===== config.mk =====
export PLATFORM = sky130hd
export DESIGN_NAME = fpr_top
export DESIGN_NICKNAME = d
export VERILOG_FILES = /design/src/rtl/fpr_pkg.sv /design/src/rtl/fpr_shift_if.sv /design/src/rtl/fpr_shifter.sv /design/src/rtl/fpr_top.sv
export SDC_FILE = /design/constraint.sdc
export NUM_CORES = 1
export LEC_CHECK = 0
export BUFFER_PORTS_ARGS = -buffer_cell sky130_fd_sc_hd__buf_2
export CORE_UTILIZATION = 56
export CTS_BUF_LIST = sky130_fd_sc_hd__clkbuf_2 sky130_fd_sc_hd__clkbuf_4 sky130_fd_sc_hd__clkbuf_8
export CTS_CLUSTER_SIZE = 25
export DETAILED_ROUTE_END_ITERATION = 12
export PLACE_DENSITY = 0.95
export SLEW_MARGIN = 25
export SYNTH_ARGS = -nofsm -noshare
export SYNTH_HDL_FRONTEND = slang
export SYNTH_HIERARCHICAL = 1
export SYNTH_SLANG_ARGS = --single-unit

===== constraint.sdc =====
create_clock -name mclk -period 3.9 [get_ports mclk]
set_input_delay 0.78 -clock mclk [delete_from_list [all_inputs] [get_ports mclk]]
set_output_delay 0.78 -clock mclk [all_outputs]
set_load 0.02 [all_outputs]

===== src/rtl/fpr_pkg.sv =====
// Purpose: Shared constants for the flash program and reload block
// Assumes: 32-bit register port, byte addresses as printed
// Notes:   Timing counts derived from the 200 MHz clock
package fpr_pkg;

  // ----------------------------------------------------------------
  // Register map
  // ----------------------------------------------------------------
  localparam logic [15:0] OFS_FLASH_WRITE_PROTECT = 16'hef2c;
  localparam logic [15:0] OFS_FLASH_BYTE_PORT     = 16'hef30;
  localparam logic [15:0] OFS_RELOAD_TRIGGER      = 16'hef34;

  // ----------------------------------------------------------------
  // Fields and reset values
  // ----------------------------------------------------------------
  localparam int          WP_BIT           = 0;
  localparam int          BUSY_BIT         = 8;
  localparam logic        WP_RESET         = 1'b1;
  localparam logic [7:0]  BYTE_PORT_RESET  = 8'h00;

  // ----------------------------------------------------------------
  // Timing
  // ----------------------------------------------------------------
  localparam int CLK_PERIOD_NS     = 5;
  localparam int SCK_HALF_NS       = 20;
  localparam int SCK_HALF_CYC      = (SCK_HALF_NS + CLK_PERIOD_NS - 1)
                                     / CLK_PERIOD_NS;
  localparam int RELOAD_PULSE_NS   = 100;
  localparam int RELOAD_PULSE_CYC  = (RELOAD_PULSE_NS + CLK_PERIOD_NS - 1)
                                     / CLK_PERIOD_NS;

  typedef enum logic [1:0] {
    LD_IDLE = 2'b00,
    LD_READ = 2'b01,
    LD_DONE = 2'b10
  } fpr_ld_state_t;

endpackage : fpr_pkg


===== src/rtl/fpr_shift_if.sv =====
// Purpose: Link between register front end and byte shifter
// Assumes: One clock domain
// Notes:   start is a one-cycle pulse
`timescale 1ns/100ps
interface fpr_shift_if;
  logic       start;
  logic [7:0] data;
  logic       busy;
  modport ctl (output start, output data, input busy);
  modport shf (input start, input data, output busy);
endinterface : fpr_shift_if


===== src/rtl/fpr_shifter.sv =====
// Purpose: Serialise one byte onto the flash serial link
// Assumes: Mode 0 style clock, idle low
// Notes:   MSB first; data changes on falling clock
`timescale 1ns/100ps
module fpr_shifter #(
  parameter int HALF_CYC = fpr_pkg::SCK_HALF_CYC
) (
  // Clock and reset
  input  wire logic mclk,
  input  wire logic sys_rst,
  // Control side
  fpr_shift_if.shf  sif,
  // Serial pins
  output logic      spi_sck,
  output logic      spi_mosi
);

  logic [7:0] sh_ff;
  logic [3:0] bits_ff;
  logic [7:0] div_ff;
  logic       busy_ff;

  assign sif.busy = busy_ff;

  // ----------------------------------------------------------------
  // Shift engine
  // ----------------------------------------------------------------
  always_ff @(posedge mclk or posedge sys_rst) begin
    if (sys_rst) begin
      sh_ff    <= 8'h00;
      bits_ff  <= 4'h0;
      div_ff   <= 8'h00;
      busy_ff  <= 1'b0;
      spi_sck  <= 1'b0;
      spi_mosi <= 1'b0;
    end else if (!busy_ff) begin
      spi_sck <= 1'b0;
      if (sif.start) begin
        busy_ff  <= 1'b1;
        sh_ff    <= {sif.data[6:0], 1'b0};
        spi_mosi <= sif.data[7];
        bits_ff  <= 4'h8;
        div_ff   <= 8'(HALF_CYC - 1);
      end
    end else if (div_ff != 8'h00) begin
      div_ff <= div_ff - 8'h01;
    end else begin
      div_ff  <= 8'(HALF_CYC - 1);
      spi_sck <= ~spi_sck;
      if (spi_sck) begin
        bits_ff <= bits_ff - 4'h1;
        if (bits_ff == 4'h1) begin
          busy_ff <= 1'b0;
        end else begin
          spi_mosi <= sh_ff[7];
          sh_ff    <= {sh_ff[6:0], 1'b0};
        end
      end
    end
  end

  // ----------------------------------------------------------------
  // Checks
  // ----------------------------------------------------------------
  chk_sck_idle_low: assert property (@(posedge mclk)
    disable iff (sys_rst) !busy_ff |-> !spi_sck)
    else $error("Serial clock not idle low");
  chk_msb_first: assert property (@(posedge mclk) disable iff (sys_rst)
    (sif.start && !busy_ff) |=> spi_mosi == $past(sif.data[7]))
    else $error("First bit is not MSB");
  cov_byte_done: cover property (@(posedge mclk) disable iff (sys_rst)
    $fell(busy_ff));

endmodule : fpr_shifter


===== src/rtl/fpr_top.sv =====
// Purpose: Flash program path, reload trigger and power-on image load
// Assumes: Synchronous single-cycle register port on mclk
// Notes:   Software polls busy before each byte write
//
// Behaviour
// - Write-protect bit blocks all flash writes
// - Byte port write shifts byte to flash
// - Reload write resets, reloads ROM, reconfigures PLL
// - Power-on clears buffer, registers to defaults
// - Load image chosen by jumper at power-on
`timescale 1ns/100ps
module fpr_top (
  // Clock and reset
  input  wire logic        mclk,
  input  wire logic        sys_rst,
  // Register port
  input  wire logic        reg_wr,
  input  wire logic        reg_rd,
  input  wire logic [15:0] reg_addr,
  input  wire logic [31:0] reg_wdata,
  output logic      [31:0] reg_rdata,
  // Image selection and loader
  input  wire logic        image_select_jumper,
  input  wire logic        load_done,
  output logic             load_start,
  output logic             load_fallback_image,
  // Board actions
  output logic             sw_reset_pulse,
  output logic             rom_reload_pulse,
  output logic             pll_reconfig_pulse,
  output logic             out_buf_clear,
  // Flash serial link
  output logic             spi_cs_n,
  output logic             spi_sck,
  output logic             spi_mosi
);

  fpr_shift_if sif ();

  logic                       wp_ff;
  logic [7:0]                 byte_ff;
  logic                       start_ff;
  logic [7:0]                 rl_cnt_ff;
  fpr_pkg::fpr_ld_state_t     ld_ff;
  logic                       wr_wp;
  logic                       wr_byte;
  logic                       wr_rl;

  // ----------------------------------------------------------------
  // Register decode
  // ----------------------------------------------------------------
  // One strobe qualified by an exact address
  function automatic logic addr_hit(input logic        strobe,
                                    input logic [15:0] addr,
                                    input logic [15:0] ofs);
    return strobe && (addr == ofs);
  endfunction : addr_hit

  assign wr_wp   = addr_hit(reg_wr, reg_addr,
                            fpr_pkg::OFS_FLASH_WRITE_PROTECT);
  assign wr_byte = addr_hit(reg_wr, reg_addr,
                            fpr_pkg::OFS_FLASH_BYTE_PORT);
  assign wr_rl   = addr_hit(reg_wr, reg_addr,
                            fpr_pkg::OFS_RELOAD_TRIGGER);

  // ----------------------------------------------------------------
  // Registers
  // ----------------------------------------------------------------
  always_ff @(posedge mclk or posedge sys_rst) begin
    if (sys_rst) begin
      wp_ff <= fpr_pkg::WP_RESET;
    end else if (wr_wp) begin
      wp_ff <= reg_wdata[fpr_pkg::WP_BIT];
    end
  end

  // ----------------------------------------------------------------
  // Byte port
  // ----------------------------------------------------------------
  always_ff @(posedge mclk or posedge sys_rst) begin
    if (sys_rst) begin
      byte_ff  <= fpr_pkg::BYTE_PORT_RESET;
      start_ff <= 1'b0;
    end else begin
      start_ff <= 1'b0;
      if (wr_byte && !wp_ff && !sif.busy && !start_ff) begin
        byte_ff  <= reg_wdata[7:0];
        start_ff <= 1'b1;
      end
    end
  end

  assign sif.start = start_ff;
  assign sif.data  = byte_ff;

  always_ff @(posedge mclk or posedge sys_rst) begin
    if (sys_rst) begin
      reg_rdata <= 32'h0000_0000;
    end else if (reg_rd) begin
      case (reg_addr)
        fpr_pkg::OFS_FLASH_WRITE_PROTECT:
          reg_rdata <= {31'h0000_0000, wp_ff};
        fpr_pkg::OFS_FLASH_BYTE_PORT:
          reg_rdata <= {23'h00_0000, sif.busy || start_ff, byte_ff};
        default:
          reg_rdata <= 32'h0000_0000;
      endcase
    end
  end

  // ----------------------------------------------------------------
  // Reload trigger
  // ----------------------------------------------------------------
  always_ff @(posedge mclk or posedge sys_rst) begin
    if (sys_rst) begin
      rl_cnt_ff <= 8'h00;
    end else if (wr_rl) begin
      rl_cnt_ff <= 8'(fpr_pkg::RELOAD_PULSE_CYC);
    end else if (rl_cnt_ff != 8'h00) begin
      rl_cnt_ff <= rl_cnt_ff - 8'h01;
    end
  end

  assign sw_reset_pulse     = rl_cnt_ff != 8'h00;
  assign rom_reload_pulse   = rl_cnt_ff != 8'h00;
  assign pll_reconfig_pulse = rl_cnt_ff != 8'h00;

  // ----------------------------------------------------------------
  // Power-on image load
  // ----------------------------------------------------------------
  always_ff @(posedge mclk or posedge sys_rst) begin
    if (sys_rst) begin
      ld_ff               <= fpr_pkg::LD_IDLE;
      load_fallback_image <= 1'b0;
    end else begin
      case (ld_ff)
        fpr_pkg::LD_IDLE: begin
          load_fallback_image <= image_select_jumper;
          ld_ff               <= fpr_pkg::LD_READ;
        end
        fpr_pkg::LD_READ: begin
          if (load_done) begin
            ld_ff <= fpr_pkg::LD_DONE;
          end
        end
        fpr_pkg::LD_DONE: ld_ff <= fpr_pkg::LD_DONE;
        default:          ld_ff <= fpr_pkg::LD_IDLE;
      endcase
    end
  end

  assign load_start    = ld_ff == fpr_pkg::LD_READ;
  assign out_buf_clear = ld_ff != fpr_pkg::LD_DONE;
  assign spi_cs_n      = !(sif.busy || start_ff);

  // ----------------------------------------------------------------
  // Serial link
  // ----------------------------------------------------------------
  fpr_shifter u_shf (
    .mclk     (mclk),
    .sys_rst  (sys_rst),
    .sif      (sif.shf),
    .spi_sck  (spi_sck),
    .spi_mosi (spi_mosi)
  );

  // ----------------------------------------------------------------
  // Checks
  // ----------------------------------------------------------------
  chk_wp_blocks: assert property (@(posedge mclk) disable iff (sys_rst)
    (wr_byte && wp_ff) |=> !start_ff)
    else $error("Byte started while protected");
  chk_byte_start: assert property (@(posedge mclk) disable iff (sys_rst)
    (wr_byte && !wp_ff && !sif.busy && !start_ff) |=> start_ff
      && byte_ff == $past(reg_wdata[7:0]))
    else $error("Byte write did not start shift");
  chk_busy_refuse: assert property (@(posedge mclk) disable iff (sys_rst)
    (wr_byte && (sif.busy || start_ff)) |=> !start_ff && $stable(byte_ff))
    else $error("Byte taken while transfer running");
  chk_start_once: assert property (@(posedge mclk) disable iff (sys_rst)
    start_ff |=> !start_ff)
    else $error("Start held longer than one cycle");
  chk_reload_len: assert property (@(posedge mclk) disable iff (sys_rst)
    (wr_rl ##1 !wr_rl [*3]) |-> sw_reset_pulse && pll_reconfig_pulse)
    else $error("Reload pulse too short");
  chk_reload_fire: assert property (@(posedge mclk) disable iff (sys_rst)
    wr_rl |=> rom_reload_pulse)
    else $error("Reload not started");
  chk_reload_end: assert property (@(posedge mclk) disable iff (sys_rst)
    (rl_cnt_ff == 8'h01 && !wr_rl) |=>
      !(sw_reset_pulse || rom_reload_pulse || pll_reconfig_pulse))
    else $error("Reload pulse did not end");
  chk_reload_rd: assert property (@(posedge mclk) disable iff (sys_rst)
    (reg_rd && reg_addr == fpr_pkg::OFS_RELOAD_TRIGGER) |=>
      reg_rdata == 32'h0000_0000)
    else $error("Write-only reload register read back");
  chk_buf_clear: assert property (@(posedge mclk) disable iff (sys_rst)
    $fell(out_buf_clear) |-> $past(load_done) && $past(load_start))
    else $error("Buffer released before image load");
  chk_buf_stays: assert property (@(posedge mclk) disable iff (sys_rst)
    !out_buf_clear |=> !out_buf_clear)
    else $error("Buffer clear returned without reset");
  chk_image_sel: assert property (@(posedge mclk) disable iff (sys_rst)
    (ld_ff == fpr_pkg::LD_IDLE) |=>
      load_fallback_image == $past(image_select_jumper))
    else $error("Wrong image selected");
  chk_image_hold: assert property (@(posedge mclk) disable iff (sys_rst)
    (ld_ff != fpr_pkg::LD_IDLE) |=> $stable(load_fallback_image))
    else $error("Image choice changed after power-on");
  chk_load_hold: assert property (@(posedge mclk) disable iff (sys_rst)
    (ld_ff == fpr_pkg::LD_DONE) |=> ld_ff == fpr_pkg::LD_DONE)
    else $error("Loader left done state");
  chk_no_overlap: assert property (@(posedge mclk) disable iff (sys_rst)
    start_ff |=> sif.busy)
    else $error("Shifter did not take byte");
  chk_cs_active: assert property (@(posedge mclk) disable iff (sys_rst)
    (spi_sck || $changed(spi_mosi)) |-> !spi_cs_n)
    else $error("Link active without select");
  cov_byte_sent: cover property (@(posedge mclk) disable iff (sys_rst)
    start_ff ##[1:100] !sif.busy);
  cov_reload: cover property (@(posedge mclk) disable iff (sys_rst) wr_rl);
  cov_fallback: cover property (@(posedge mclk) disable iff (sys_rst)
    load_fallback_image && load_done);
  cov_primary: cover property (@(posedge mclk) disable iff (sys_rst)
    !load_fallback_image && load_start && load_done);

endmodule : fpr_top


==> results.toml <==
[clocking]
clk_root_buffer_cell = "sky130_fd_sc_hd__clkbuf_8"
worstSkewPairLatency_ps = 310
max-clock-path-buffers = 2
post_cts.repair.setup_buffers = 0
postCtsHoldBufs = 0
htree_levels = 2
clk_pin_slew_worst_paths_ps = 90
clock_tree_from_tritoncts = "done"
total_of_cells_resized_after_clock_tree_synthesis = 0
cts-buffers-inserted = 5
clkSinkCount = 52

[layout]
finalInstanceArea_sq_mm = 0.003090
mostFrequentLayoutCells = "sky130_fd_sc_hd__dfrtp_1 (51), sky130_fd_sc_hd__buf_2 (47), sky130_fd_sc_hd__nand2_1 (25)"
layout.filler_cells = 362
num-nets-final = 381
area.growth.synth_to_final_pct = 9.486
finish.cell_count_without_fillers = 385
antenna_cells = 0
layout.cells.most_common = "sky130_fd_sc_hd__dfrtp_1"
final_layout_size_suffix_gt1_frac = 0.2516
fin_util = 0.6458

[floorplanning]
die_area_sq_mm = 0.005328
core_area_sq_mm = 0.004786
initial_utilization = 0.5898
io_pins = 95
floorplan.die.height_microns = 73.00
die_x_microns = 73.00
rows = 25

[place]
numPortBuffers = 47
dp.final_hpwl_mm = 4.187
post-place-cells = 377
postPlaceCellArea_sq_mm = 0.002995
finalWeightedCongestion = 0.8617

[critical_path]
ff2ff_path_depth = 4
crit_path_max_fanout = 7
critical_path_required_ps = 3120
regToRegSetupSlack_ps = 1860
crit_start = "rl_cnt_ff[4]"
worst_setup_start_kind = "flop"
critical_path.top_delay_family = "simple AND/OR/NAND/NOR gates"
critical_register_to_register_path_startpoint = "u_shf/sif.busy"
crit_path_end_kind = "primary output"
worstPathBufferInverterCount = 2
crit_slowest_cell = "sky130_fd_sc_hd__or4_1"
max_stage_delay_ps = 570
path_cells = "or4_1 > nor3_1 > inv_1 > buf_2"
worst-endpoint-arrival_ps = 1950
critPathKind = "reg2out"
worst_r2r_endpoint = "u_shf/div_ff[5]"

[grt]
grt_start_max_net_pins = 31
grt_remaining_overflow = 0
wire_length_of_the_first_global_routing_pass_mm = 9.004
grt_use_total = 0.2226
via_count_of_the_first_global_routing_pass = 1953
antenna_found_initial = 0

[timing]
fin_crit_sh = 0.6992
slew_headroom = 0.4425
rsz0062_at_grt = "no"
clock_skew_ps = 5.185
final-setup-viol-count = 0
timing.fmax_mhz = 366.7
final-hold-violation-count = 0
tightest_pin_transition_ps = 835.3
period_minus_slack_ps = 2727
max_slew_vio_count = 0
setup_total_negative_slack_ps = 0

[flow_run]
cap_viol_max_count = 0

[outcome]
outcome = "complete, no violations"

[pwr]
power_density_mw_per_mm2 = 350.8
vdd_ir_drop_max_mv = 0.3822
total_leakage_power_nw = 1.535
p_total_mw = 1.084

[logic_synthesis]
synth_enable_flop_cells = 0
combinational_family_with_the_most_area_after_synthesis = "simple AND/OR/NAND/NOR gates"
syn_area_sq_mm = 0.002823
yosysSeqAreaShare = 0.4614
complex_gate_fraction_of_the_synthesized_area = 0.1263
yosysUniqueCellTypes = 53
avgSynthCellArea_sq_um = 10.38
post_synth_mux_area_share = 0.06826
synth_flop_cell = "sky130_fd_sc_hd__dfrtp_1"
syn-instance-count = 272
yosys_warnings = 6
ys_ff_latch = 52
synthArstFlopShare = 1.000
post_synth_and_or_nand_nor_area_fraction = 0.1840
synth_xor_area_frac = 0.009309
adder_cell_fraction_of_synth_area = 0.04433

[drt]
ant_nets = 0
wl_per_cell_microns = 14.18
vias_per_cell = 5.426
totalWireLength_mm = 5.460
route.vias.total = 2089
first_iter_violations = 168
remaining_drc_errors = 0
dr.pass1.iters = 4

[hold_path]
min_delay_path_depth = 2
whs_endpoint = "u_shf/sh_ff[7]"
timing.hold.worst.start = "u_shf/sh_ff[7]"
worst_hold_path_type = "reg2reg"
## area by class of cell
cell class,instances,area (sq um),share of cell area
Clock inverter,3,26.28,0.008502
Multi-Input combinational cell,193,1306,0.4227
Timing Repair Buffer,47,235.2,0.07611
Sequential cell,52,1303,0.4215
Clock buffer,5,68.82,0.02227
Tap cell,67,83.83,0.02713
Inverter,18,67.56,0.02186
## power by group
part | leakage [nW] | internal, mW | switching (mW)
registers | 0.697 | 0.567 | 0.0269
logic | 0.789 | 0.0609 | 0.110
clock network | 0.0491 | 0.132 | 0.187
total | 1.54 | 0.760 | 0.324
## registers in the layout (all words and copies together), names as in the netlist
signal	cells
byte_ff	8
ld_ff	2
load_fallback_image	1
reg_rdata	9
rl_cnt_ff	8
sif.start	1
u_shf/bits_ff	4
u_shf/div_ff	8
u_shf/sh_ff	7
u_shf/sif.busy	1
u_shf/spi_mosi	1
u_shf/spi_sck	1
wp_ff	1
## through the flow
stage | hold slack [ps] | setup WS (ps)
finish | 493.5 | 1173
global route | 526.8 | 1061
CTS | 493.2 | 1172
detailed placement | 470.9 | 1086
global placement | 459.5 | 1118
floorplan | 449.3 | 1463
## worst max path at each step
stage | endpoint | slack (ps) | cells past startpoint
2_1_floorplan | byte_ff[0] | 1460 | 5
3_3_place_gp | byte_ff[5] | 1120 | 5
3_5_place_dp | byte_ff[5] | 1090 | 5
4_1_cts | sw_reset_pulse | 1170 | 4
5_1_grt | pll_reconfig_pulse | 1060 | 4
6_report | sw_reset_pulse | 1170 | 4
## cells by family (layout without fill, tap and decap cells)
kind of cell | after synthesis | after routing
xor gates and xnor gates | 3 | 3
AOI/OAI and AO/OA | 50 | 50
adders and majority gates | 10 | 10
muxes | 18 | 18
buffers and inverters | 49 | 73
and+or+nand+nor | 89 | 89
other | 1 | 23
DFF | 52 | 52
## synthesized netlist by cell type (all sizes together) (2+ instances only)
cell / number / share of area
dfrtp: 51 / 0.45
or4: 2 / 0.0053
o21ai: 18 / 0.036
inv: 18 / 0.024
nand3: 6 / 0.011
buf: 30 / 0.079
or3b: 2 / 0.0071
a21oi: 8 / 0.014
nor4: 3 / 0.012
a211o: 2 / 0.0062
nor2b: 4 / 0.0089
xor2: 2 / 0.0062
nor3: 9 / 0.018
nand2: 25 / 0.033
or2: 2 / 0.0044
nand4: 3 / 0.0066
a22o: 10 / 0.031
mux2: 10 / 0.040
ha: 10 / 0.044
or3: 2 / 0.0044
nor4b: 2 / 0.012
mux2i: 8 / 0.028
nand4b: 2 / 0.0062
nor2: 15 / 0.020
a31oi: 4 / 0.0089
nand2b: 3 / 0.0066
o31ai: 3 / 0.0080
and4: 2 / 0.0062
and3: 2 / 0.0062
## worst min-delay path, stage by stage (launching register included)
cell and delay (ps):
sky130_fd_sc_hd__dfrtp_1 360, sky130_fd_sc_hd__nand2_1 60, sky130_fd_sc_hd__o21ai_2 50
## per-layer routing
layer | GRT usage | vias to the layer above | share of wire
met4 | 0.07190 | 0 | 0.015
met3 | 0.04834 | 10 | 0.034
met5 | 0 | - | 0
met1 | 0.2620 | 1033 | 0.41
met2 | 0.4023 | 46 | 0.55
li1 | - | 1000 | -
Power figures use the tool's default switching activity.
